[config.mk]
export PLATFORM = sky130hd
export DESIGN_NAME = nts_sequencer
export DESIGN_NICKNAME = d
export VERILOG_FILES = /design/src/nts_fifo.v /design/src/nts_sequencer.v
export VERILOG_INCLUDE_DIRS = /design/src
export SDC_FILE = /design/constraint.sdc
export NUM_CORES = 1
export LEC_CHECK = 0
export BUFFER_PORTS_ARGS = -buffer_cell sky130_fd_sc_hd__clkbuf_2
export CORE_ASPECT_RATIO = 1.25
export CORE_MARGIN = 10
export CORE_UTILIZATION = 60
export CTS_CLUSTER_SIZE = 28
export DETAILED_ROUTE_END_ITERATION = 8
export GPL_TIMING_DRIVEN = 0
export PLACE_DENSITY = 0.84
export SLEW_MARGIN = 20
export SYNTH_ARGS = -nofsm -noshare
export SYNTH_HDL_FRONTEND = slang
export SYNTH_SLANG_ARGS = --single-unit
[constraint.sdc]
create_clock -name CORE_CLK -period 4.02 [get_ports CORE_CLK]
set_input_delay 0.402 -clock CORE_CLK [delete_from_list [all_inputs] [get_ports CORE_CLK]]
set_output_delay 0.402 -clock CORE_CLK [all_outputs]
set_load 0.05 [all_outputs]
[src/nts_consts.vh]
`ifndef NTS_CONSTS_VH
`define NTS_CONSTS_VH

// Direct command codes on CMD_CODE.
`define NTS_CMD_CLEAR 3'h0
`define NTS_CMD_TX_CRC 3'h1
`define NTS_CMD_TX_NOCRC 3'h2
`define NTS_CMD_REQA 3'h3
`define NTS_CMD_WUPA 3'h4
`define NTS_CMD_PRESET 3'h5

// Short frames, seven bits each, sent without parity or CRC.
`define NTS_SHORT_REQA 9'h026
`define NTS_SHORT_WUPA 9'h052
`define NTS_SHORT_BITS 4'h7

// Bits per full byte on air: eight data bits and odd parity.
`define NTS_BYTE_BITS 4'h9
`define NTS_CRC_BYTES 2'h2

// CRC of the 14443A kind, reflected polynomial and preset.
`define NTS_CRC_POLY 16'h8408
`define NTS_CRC_INIT 16'h6363

// Receiver and transmitter option sets loaded by the analog preset, per mode.
`define NTS_PRESET_M0 8'h11
`define NTS_PRESET_M1 8'h22
`define NTS_PRESET_M2 8'h44
`define NTS_PRESET_M3 8'h88

// Error flag positions.
`define NTS_ERR_CRC 0
`define NTS_ERR_FRAME 1
`define NTS_ERR_OVF 2

// Sequencer states, one-hot.
`define NTS_ST_IDLE 5'h01
`define NTS_ST_TX 5'h02
`define NTS_ST_MASK 5'h04
`define NTS_ST_LISTEN 5'h08
`define NTS_ST_RX 5'h10

`endif

[src/nts_fifo.v]
`timescale 1ns/10ps
`default_nettype none

module nts_fifo #(
    parameter WIDTH = 8,
    parameter DEPTH = 16,
    parameter AW = 4
) (
    // Clock and reset
    input wire clk,
    input wire rst,
    input wire clr,
    // Fill side
    input wire in_valid,
    input wire [WIDTH-1:0] in_data,
    output wire in_ready,
    // Drain side
    output wire out_valid,
    output wire [WIDTH-1:0] out_data,
    input wire out_ready,
    // Fill level
    output wire [AW:0] count
);
    reg [WIDTH-1:0] mem [0:DEPTH-1];
    reg [AW-1:0] wr_ptr_reg;
    reg [AW-1:0] rd_ptr_reg;
    reg [AW:0] count_reg;
    wire do_wr = in_valid & in_ready;
    wire do_rd = out_valid & out_ready;

    assign in_ready = (count_reg != DEPTH[AW:0]);
    assign out_valid = (count_reg != {(AW+1){1'b0}});
    assign out_data = mem[rd_ptr_reg];
    assign count = count_reg;

    always @(posedge clk) begin
        if (do_wr) begin
            mem[wr_ptr_reg] <= in_data;
        end
    end

    always @(posedge clk) begin
        if (rst || clr) begin
            wr_ptr_reg <= {AW{1'b0}};
            rd_ptr_reg <= {AW{1'b0}};
            count_reg <= {(AW+1){1'b0}};
        end else begin
            if (do_wr) begin
                wr_ptr_reg <= (wr_ptr_reg == DEPTH[AW-1:0] - 1'b1) ? {AW{1'b0}} : wr_ptr_reg + 1'b1;
            end
            if (do_rd) begin
                rd_ptr_reg <= (rd_ptr_reg == DEPTH[AW-1:0] - 1'b1) ? {AW{1'b0}} : rd_ptr_reg + 1'b1;
            end
            if (do_wr && !do_rd) begin
                count_reg <= count_reg + 1'b1;
            end else if (do_rd && !do_wr) begin
                count_reg <= count_reg - 1'b1;
            end
        end
    end
endmodule // nts_fifo

`default_nettype wire

[src/nts_sequencer.v]
`timescale 1ns/10ps
`default_nettype none
`include "nts_consts.vh"

module nts_sequencer #(
    parameter DEPTH = 16,
    parameter AW = 4
) (
    // Clock and reset
    input wire CORE_CLK,
    input wire RST,
    // Configuration
    input wire [1:0] MODE,
    input wire EN,
    input wire RX_EN,
    input wire TX_EN,
    input wire ANTCL,
    input wire NO_CRC_RX,
    input wire [12:0] TX_COUNT,
    input wire [2:0] TX_BITS,
    input wire [7:0] MASK_RECEIVE_TIMER,
    input wire [15:0] NO_RESPONSE_TIMER,
    input wire [AW:0] TX_WATER,
    input wire [AW:0] RX_WATER,
    // Commands
    input wire CMD_VALID,
    input wire [2:0] CMD_CODE,
    // Host FIFO access
    input wire WR_VALID,
    input wire [7:0] WR_DATA,
    output wire WR_READY,
    output wire RD_VALID,
    output wire [7:0] RD_DATA,
    input wire RD_READY,
    // RF link
    input wire LINK_CLK,
    input wire RX_DATA,
    input wire RX_FRAME,
    input wire RX_COLL,
    input wire RX_CODE_ERR,
    input wire OSC_OK,
    output reg TX_DATA,
    output reg TX_ACTIVE,
    output reg RX_ON,
    // Status and events
    output reg READY,
    output reg [7:0] PRESET_OPTS,
    output reg [AW:0] FIFO_COUNT,
    output reg [2:0] ERR_FLAGS,
    output reg IRQ_OSC,
    output reg IRQ_TXE,
    output reg IRQ_RXE,
    output reg IRQ_ERR,
    output reg IRQ_COL,
    output reg IRQ_WL,
    output reg IRQ_NRE
);
    function [15:0] crc_byte;
        input [15:0] c;
        input [7:0] d;
        integer i;
        reg [15:0] x;
        begin
            x = c;
            for (i = 0; i < 8; i = i + 1) begin
                x = (x[0] ^ d[i]) ? ((x >> 1) ^ `NTS_CRC_POLY) : (x >> 1);
            end
            crc_byte = x;
        end
    endfunction

    // Pin inputs pass two flip-flops; only the second stage is read.
    reg [5:0] s1_reg;
    reg [5:0] s2_reg;
    reg lk_d_reg;
    reg fr_d_reg;
    reg [4:0] state_reg;
    reg [8:0] sr_reg;
    reg [3:0] left_reg;
    reg [12:0] byte_left_reg;
    reg [1:0] crc_left_reg;
    reg crc_on_reg;
    reg [15:0] crc_reg;
    reg [7:0] mrt_reg;
    reg [15:0] nrt_reg;
    reg [7:0] rsr_reg;
    reg [2:0] rn_reg;
    reg push_v_reg;
    reg [7:0] push_d_reg;
    reg end_pend_reg;
    reg [3:0] ld_n;
    reg [8:0] ld_sr;
    reg ld_ok;
    reg ld_pop;
    reg [7:0] cb;

    wire link_rise = s2_reg[0] & ~lk_d_reg;
    wire rx_bit = s2_reg[1];
    wire frame_rise = s2_reg[2] & ~fr_d_reg;
    wire frame_fall = ~s2_reg[2] & fr_d_reg;
    wire ready_now = EN & s2_reg[5];
    wire in_tx = state_reg[1];
    wire rx_mode = state_reg[4] | push_v_reg | end_pend_reg;
    wire cmd_ok = CMD_VALID & READY & RX_EN & TX_EN & state_reg[0];
    wire f_in_ready;
    wire f_out_valid;
    wire [7:0] f_out_data;
    wire [AW:0] f_count;
    wire f_clr = CMD_VALID & (CMD_CODE == `NTS_CMD_CLEAR);
    wire pop = in_tx & link_rise & (left_reg == 4'h0) & ld_pop;
    wire push_ok = push_v_reg & f_in_ready;

    assign WR_READY = f_in_ready & ~rx_mode;
    assign RD_VALID = f_out_valid & ~in_tx;
    assign RD_DATA = f_out_data;

    nts_fifo #(.WIDTH(8), .DEPTH(DEPTH), .AW(AW)) u_fifo (
        .clk(CORE_CLK),
        .rst(RST),
        .clr(f_clr),
        .in_valid(rx_mode ? push_v_reg : WR_VALID),
        .in_data(rx_mode ? push_d_reg : WR_DATA),
        .in_ready(f_in_ready),
        .out_valid(f_out_valid),
        .out_data(f_out_data),
        .out_ready(in_tx ? pop : RD_READY),
        .count(f_count)
    );

    // Next unit to put on air: a FIFO byte with parity, or a CRC byte.
    always @* begin
        ld_ok = 1'b0;
        ld_pop = 1'b0;
        ld_sr = 9'h000;
        ld_n = 4'h0;
        cb = (crc_left_reg == `NTS_CRC_BYTES) ? crc_reg[7:0] : crc_reg[15:8];
        if (byte_left_reg != 13'h0000) begin
            ld_ok = f_out_valid;
            ld_pop = f_out_valid;
            ld_sr = {~^f_out_data, f_out_data};
            // Without CRC, a trailing partial byte goes out without parity; its pad bits never leave.
            if (byte_left_reg == 13'h0001 && !crc_on_reg && TX_BITS != 3'h0) begin
                ld_n = {1'b0, TX_BITS};
            end else begin
                ld_n = `NTS_BYTE_BITS;
            end
        end else if (crc_left_reg != 2'h0) begin
            ld_ok = 1'b1;
            ld_sr = {~^cb, cb};
            ld_n = `NTS_BYTE_BITS;
        end
    end

    always @(posedge CORE_CLK) begin
        if (RST) begin
            s1_reg <= 6'h00;
            s2_reg <= 6'h00;
            lk_d_reg <= 1'b0;
            fr_d_reg <= 1'b0;
            state_reg <= `NTS_ST_IDLE;
            sr_reg <= 9'h000;
            left_reg <= 4'h0;
            byte_left_reg <= 13'h0000;
            crc_left_reg <= 2'h0;
            crc_on_reg <= 1'b0;
            crc_reg <= `NTS_CRC_INIT;
            mrt_reg <= 8'h00;
            nrt_reg <= 16'h0000;
            rsr_reg <= 8'h00;
            rn_reg <= 3'h0;
            push_v_reg <= 1'b0;
            push_d_reg <= 8'h00;
            end_pend_reg <= 1'b0;
            TX_DATA <= 1'b0;
            TX_ACTIVE <= 1'b0;
            RX_ON <= 1'b0;
            READY <= 1'b0;
            PRESET_OPTS <= 8'h00;
            FIFO_COUNT <= {(AW+1){1'b0}};
            ERR_FLAGS <= 3'h0;
            IRQ_OSC <= 1'b0;
            IRQ_TXE <= 1'b0;
            IRQ_RXE <= 1'b0;
            IRQ_ERR <= 1'b0;
            IRQ_COL <= 1'b0;
            IRQ_WL <= 1'b0;
            IRQ_NRE <= 1'b0;
        end else begin
            s1_reg <= {OSC_OK, RX_CODE_ERR, RX_COLL, RX_FRAME, RX_DATA, LINK_CLK};
            s2_reg <= s1_reg;
            lk_d_reg <= s2_reg[0];
            fr_d_reg <= s2_reg[2];
            FIFO_COUNT <= f_count;
            READY <= ready_now;
            IRQ_OSC <= ready_now & ~READY;
            IRQ_TXE <= 1'b0;
            IRQ_RXE <= 1'b0;
            IRQ_ERR <= 1'b0;
            IRQ_COL <= 1'b0;
            IRQ_NRE <= 1'b0;
            // Water level events fire once, on the crossing itself.
            IRQ_WL <= (in_tx & pop & (f_count == TX_WATER) & (byte_left_reg > 13'h0001))
                | (rx_mode & push_ok & (f_count == RX_WATER));
            if (push_ok) begin
                push_v_reg <= 1'b0;
            end
            if (CMD_VALID && CMD_CODE == `NTS_CMD_PRESET) begin
                case (MODE)
                    2'h0: PRESET_OPTS <= `NTS_PRESET_M0;
                    2'h1: PRESET_OPTS <= `NTS_PRESET_M1;
                    2'h2: PRESET_OPTS <= `NTS_PRESET_M2;
                    default: PRESET_OPTS <= `NTS_PRESET_M3;
                endcase
            end
            if (f_clr) begin
                state_reg <= `NTS_ST_IDLE;
                TX_ACTIVE <= 1'b0;
                RX_ON <= 1'b0;
                ERR_FLAGS <= 3'h0;
                push_v_reg <= 1'b0;
                end_pend_reg <= 1'b0;
            end else begin
                case (state_reg)
                    `NTS_ST_IDLE: begin
                        if (cmd_ok && (CMD_CODE == `NTS_CMD_REQA || CMD_CODE == `NTS_CMD_WUPA)) begin
                            state_reg <= `NTS_ST_TX;
                            TX_ACTIVE <= 1'b1;
                            sr_reg <= (CMD_CODE == `NTS_CMD_REQA) ? `NTS_SHORT_REQA : `NTS_SHORT_WUPA;
                            left_reg <= `NTS_SHORT_BITS;
                            byte_left_reg <= 13'h0000;
                            crc_left_reg <= 2'h0;
                            ERR_FLAGS <= 3'h0;
                        end else if (cmd_ok && (CMD_CODE == `NTS_CMD_TX_CRC ||
                                                CMD_CODE == `NTS_CMD_TX_NOCRC)) begin
                            state_reg <= `NTS_ST_TX;
                            TX_ACTIVE <= 1'b1;
                            left_reg <= 4'h0;
                            byte_left_reg <= TX_COUNT;
                            crc_on_reg <= (CMD_CODE == `NTS_CMD_TX_CRC);
                            crc_left_reg <= (CMD_CODE == `NTS_CMD_TX_CRC) ? `NTS_CRC_BYTES : 2'h0;
                            crc_reg <= `NTS_CRC_INIT;
                            ERR_FLAGS <= 3'h0;
                        end
                    end
                    `NTS_ST_TX: begin
                        if (link_rise) begin
                            if (left_reg != 4'h0) begin
                                TX_DATA <= sr_reg[0];
                                sr_reg <= sr_reg >> 1;
                                left_reg <= left_reg - 4'h1;
                            end else if (ld_ok) begin
                                // Load and send the first bit on the same link edge.
                                TX_DATA <= ld_sr[0];
                                sr_reg <= ld_sr >> 1;
                                left_reg <= ld_n - 4'h1;
                                if (ld_pop) begin
                                    byte_left_reg <= byte_left_reg - 13'h0001;
                                    crc_reg <= crc_byte(crc_reg, f_out_data);
                                end else begin
                                    crc_left_reg <= crc_left_reg - 2'h1;
                                end
                            end else if (byte_left_reg == 13'h0000) begin
                                // With no bytes or CRC left, end the frame and start the mask timer; an empty FIFO mid-frame only stalls.
                                TX_ACTIVE <= 1'b0;
                                TX_DATA <= 1'b0;
                                IRQ_TXE <= 1'b1;
                                state_reg <= `NTS_ST_MASK;
                                mrt_reg <= MASK_RECEIVE_TIMER;
                                nrt_reg <= NO_RESPONSE_TIMER;
                                crc_reg <= `NTS_CRC_INIT;
                                rn_reg <= 3'h0;
                            end
                        end
                    end
                    `NTS_ST_MASK, `NTS_ST_LISTEN: begin
                        // Each rising link clock edge, one bit period, is one timer step.
                        if (link_rise && mrt_reg != 8'h00) begin
                            mrt_reg <= mrt_reg - 8'h01;
                        end
                        if (link_rise && nrt_reg != 16'h0000) begin
                            nrt_reg <= nrt_reg - 16'h0001;
                        end
                        if (state_reg[2] && mrt_reg == 8'h00) begin
                            state_reg <= `NTS_ST_LISTEN;
                            RX_ON <= 1'b1;
                        end else if (state_reg[3] && frame_rise) begin
                            state_reg <= `NTS_ST_RX;
                        end else if (link_rise && nrt_reg == 16'h0001) begin
                            state_reg <= `NTS_ST_IDLE;
                            RX_ON <= 1'b0;
                            IRQ_NRE <= 1'b1;
                        end
                    end
                    `NTS_ST_RX: begin
                        if (link_rise && s2_reg[2]) begin
                            rsr_reg <= {rx_bit, rsr_reg[7:1]};
                            rn_reg <= rn_reg + 3'h1;
                            if (s2_reg[3]) begin
                                IRQ_COL <= 1'b1;
                                if (!ANTCL) begin
                                    ERR_FLAGS[`NTS_ERR_FRAME] <= 1'b1;
                                    IRQ_ERR <= 1'b1;
                                end
                            end
                            if (s2_reg[4]) begin
                                ERR_FLAGS[`NTS_ERR_FRAME] <= 1'b1;
                                IRQ_ERR <= 1'b1;
                            end
                            if (rn_reg == 3'h7) begin
                                push_v_reg <= 1'b1;
                                push_d_reg <= {rx_bit, rsr_reg[7:1]};
                                crc_reg <= crc_byte(crc_reg, {rx_bit, rsr_reg[7:1]});
                                if (push_v_reg && !push_ok) begin
                                    ERR_FLAGS[`NTS_ERR_OVF] <= 1'b1;
                                    IRQ_ERR <= 1'b1;
                                end
                            end
                        end else if (frame_fall) begin
                            // A split byte lands right-justified; upper bits are not valid.
                            if (rn_reg != 3'h0) begin
                                push_v_reg <= 1'b1;
                                push_d_reg <= rsr_reg >> (4'h8 - {1'b0, rn_reg});
                            end else if (!NO_CRC_RX && crc_reg != 16'h0000) begin
                                ERR_FLAGS[`NTS_ERR_CRC] <= 1'b1;
                                IRQ_ERR <= 1'b1;
                            end
                            end_pend_reg <= 1'b1;
                            RX_ON <= 1'b0;
                            state_reg <= `NTS_ST_IDLE;
                        end
                    end
                    default: state_reg <= `NTS_ST_IDLE;
                endcase
                // End of receive waits until the last byte is in the FIFO.
                if (end_pend_reg && !push_v_reg) begin
                    end_pend_reg <= 1'b0;
                    IRQ_RXE <= 1'b1;
                end
            end
        end
    end
endmodule // nts_sequencer

`default_nettype wire

==> flow_summary.toml <==
[outcome]
status = "completed"

[layout]
fin_area_mm2 = 0.0155
fin_util_pct = 69.4
largest_register_ffs = 128
instances_no_fill = 1748
area_delta_synth_final_pct = 14.0
antennaDiodeCount = 0
drive_above_1_share_pct = 16.2
final_nets = 1544

[sta]
min_period_ns = 3.80
worst_pin_slew_ns = 0.960
fmax_mhz = 263
clock_skew_ns = 0.00961
relSlewSlack_pct = 35.8
drv_slew = 0
setup_viol = 0
rsz0062_at_grt = "no"
min_period_over_period_pct = 94.5
finalWorstSetupSlack_ns = 0.222
finalHoldViolCount = 0

[setup_path]
rr_worst_depth = 17
startpoint_type = "flip-flop"
endpoint = "u_fifo.count[4]"
crit_type = "reg2reg"
critPathRequiredTime_ns = 4.48
crit_arrival_ns = 4.26
crit_path_start = "byte_left_reg[0]"
timing.rr.end = "u_fifo.count[4]"
r2r_start = "byte_left_reg[0]"
worst-path-max-fanout = 8
cp-end-kind = "flip-flop"
reg2reg_slack_ns = 0.22

[route]
vias_per_cell = 6.43
drt-met1-wl_um = 14100
top_layer = "met4"
routedWlPerCell_um = 22.3
firstDrtPassIters = 6
drt_iter0_markers = 1089
met2_length_um = 20100
ant_nets = 0
finalWirelength_um = 39000
drcViolationCount = 0
vias = 11231
wl_met3_um = 3160

[global_routing]
grt_pass1_wl_um = 60100
grt_pass1_vias = 10893
grt_max_degree = 17
grt_overflow_total = 0
antenna_found_initial = 0
track_usage_pct = 25.6

[floorplanning]
dieWidth_um = 155
core_mm2 = 0.0223
initial_core_util_pct = 60.9
rows = 61
ioPinCount = 116
die_h_um = 188
dieArea_mm2 = 0.0291

[synthesis]
ys_ff_latch = 276
avgSynthCellArea_um2 = 10.4
synthCells = 1299
synth_top_area_share_pct = 28.3
yosys_warnings = 0
synthTopCellsByArea = "edfxtp_1 28%, dfxtp_1 22%, mux4_2 4.1%"
synth.top_cells.by_count = "148 x dfxtp_1, 146 x nor2_1, 128 x edfxtp_1"
synth_area_mm2 = 0.0136
yosysMostFrequentCell = "dfxtp_1"
syn_nets = 1400
ys_types = 73
yosys_most_used_dff = "dfxtp_1"
synth-edff-count = 128
ys_seq_area_share_pct = 50.2
yosysTopAreaCell = "edfxtp_1"
synthArstFlopShare_pct = 0

[clock_tree]
worstSkewPairLatency_ns = 0.54
cts.path.max_buffers = 3
cts_tree = "built"
cts_hold_buf = 0
clkSinkCount = 276
cts_root_buf = "clkbuf_16"
numCtsBuffers = 28
h-tree-depth = 1
clk_pin_slew_ns = 0.06

[pwr]
power.leakage_nw = 5.47
peakVddDrop_v = 0.000477
powerDensity_mw_per_mm2 = 615

[place]
io_buffers = 112
place_area_mm2 = 0.0145
gp_congestion = 0.979
hpwl_um = 27800
dp_slack_ns = -0.369
dp.cells = 1696

[min_path]
hold_class = "in2reg"

[flow_run]
maxCapViolCount = 0
==> critical path: stages, from the launching register on <==
cell	delay (ns)
dfxtp_1	0.41
inv_1	0.08
ha_1	0.25
or3b_1	0.38
nor4_4	0.07
buf_4	0.17
nor2_4	0.25
nand3_1	0.18
a21oi_4	0.28
inv_1	0.07
ha_1	0.23
inv_1	0.14
ha_1	0.29
a21o_1	0.18
a21oi_1	0.18
xnor2_1	0.09
or3_1	0.30
a21oi_1	0.14
==> worst min path at each step <==
stage                     start         to  slack (ns)  depth (start not counted)
floorplan             s1_reg[0]  s2_reg[0]        0.41                          1
global route        RX_CODE_ERR  s1_reg[4]        0.08                          2
CTS                     RX_COLL  s1_reg[3]        0.06                          2
finish                  RX_COLL  s1_reg[3]        0.08                          2
global placement      s1_reg[5]  s2_reg[5]        0.42                          1
detailed placement    s1_reg[2]  s2_reg[2]        0.43                          1
==> placed cells by master (no fill, tap or decap), types with 9 or more instances in the layout <==
cell type	instances
dfxtp_1	148
clkbuf_1	66
nor2b_1	26
a211oi_1	26
nor4_1	16
nand3_1	24
a31oi_1	12
clkbuf_2	113
edfxtp_1	128
a22oi_1	24
clkbuf_16	31
nand4_1	9
buf_1	9
nor3_1	42
ha_1	21
xnor2_1	49
o22ai_1	10
xor2_1	27
o21ai_0	59
a221oi_1	18
mux2_2	9
nand2_1	89
mux2i_1	49
inv_1	22
nand2b_1	13
nor2_1	145
mux4_2	25
a21oi_1	92
==> metrics by stage <==
step	power (mW)	hold WS (ns)	TNS, ns
floorplan	5.97	0.414	0
global placement	6.78	0.419	-4.83
detailed placement	6.85	0.426	-0.592
CTS	9.44	0.0633	0
global route	9.92	0.0758	0
finish	9.52	0.0769	0
==> report_power, final <==
group | switching [mW] | total [mW] | internal (mW)
clock network | 1.09 | 2.56 | 1.46
logic | 2.27 | 3.64 | 1.38
registers | 0.187 | 3.31 | 3.12
==> logic make-up after synthesis <==
logic type / count (synthesis) / share of synthesized area (%)
xor gates and xnor gates: 80 / 5.61
and+or+nand+nor: 417 / 14.7
buffers and inverters: 110 / 3.53
muxes: 88 / 9.39
DFF: 276 / 50.2
adders and majority gates: 22 / 2.08
AOI/OAI and AO/OA: 306 / 14.5
==> timing repair <==
action / CTS / global route
resized for setup: 4 / 1
setup buffers: 0 / 1
endpoints found under the setup margin: 2 / 2
pin swaps: 0 / 1
==> final cells by class <==
cell class              instances  area (um^2)
inverters                      21         78.8
flip-flops and latches        276         6810
multi-input cells             913         6340
clock buffers                  36          795
repair buffers                115          581
plain buffers                  88          397
well taps                     283          354
clock inverters                16          120
fillers                      1631         6810
==> layer usage <==
layer,vias to the layer above,GRT usage (%)
met1,5397,28.5
met4,0,10.8
li1,5093,-
met2,625,46.8
met5,-,0
met3,116,4.33
(Power assumes the default switching activity.)
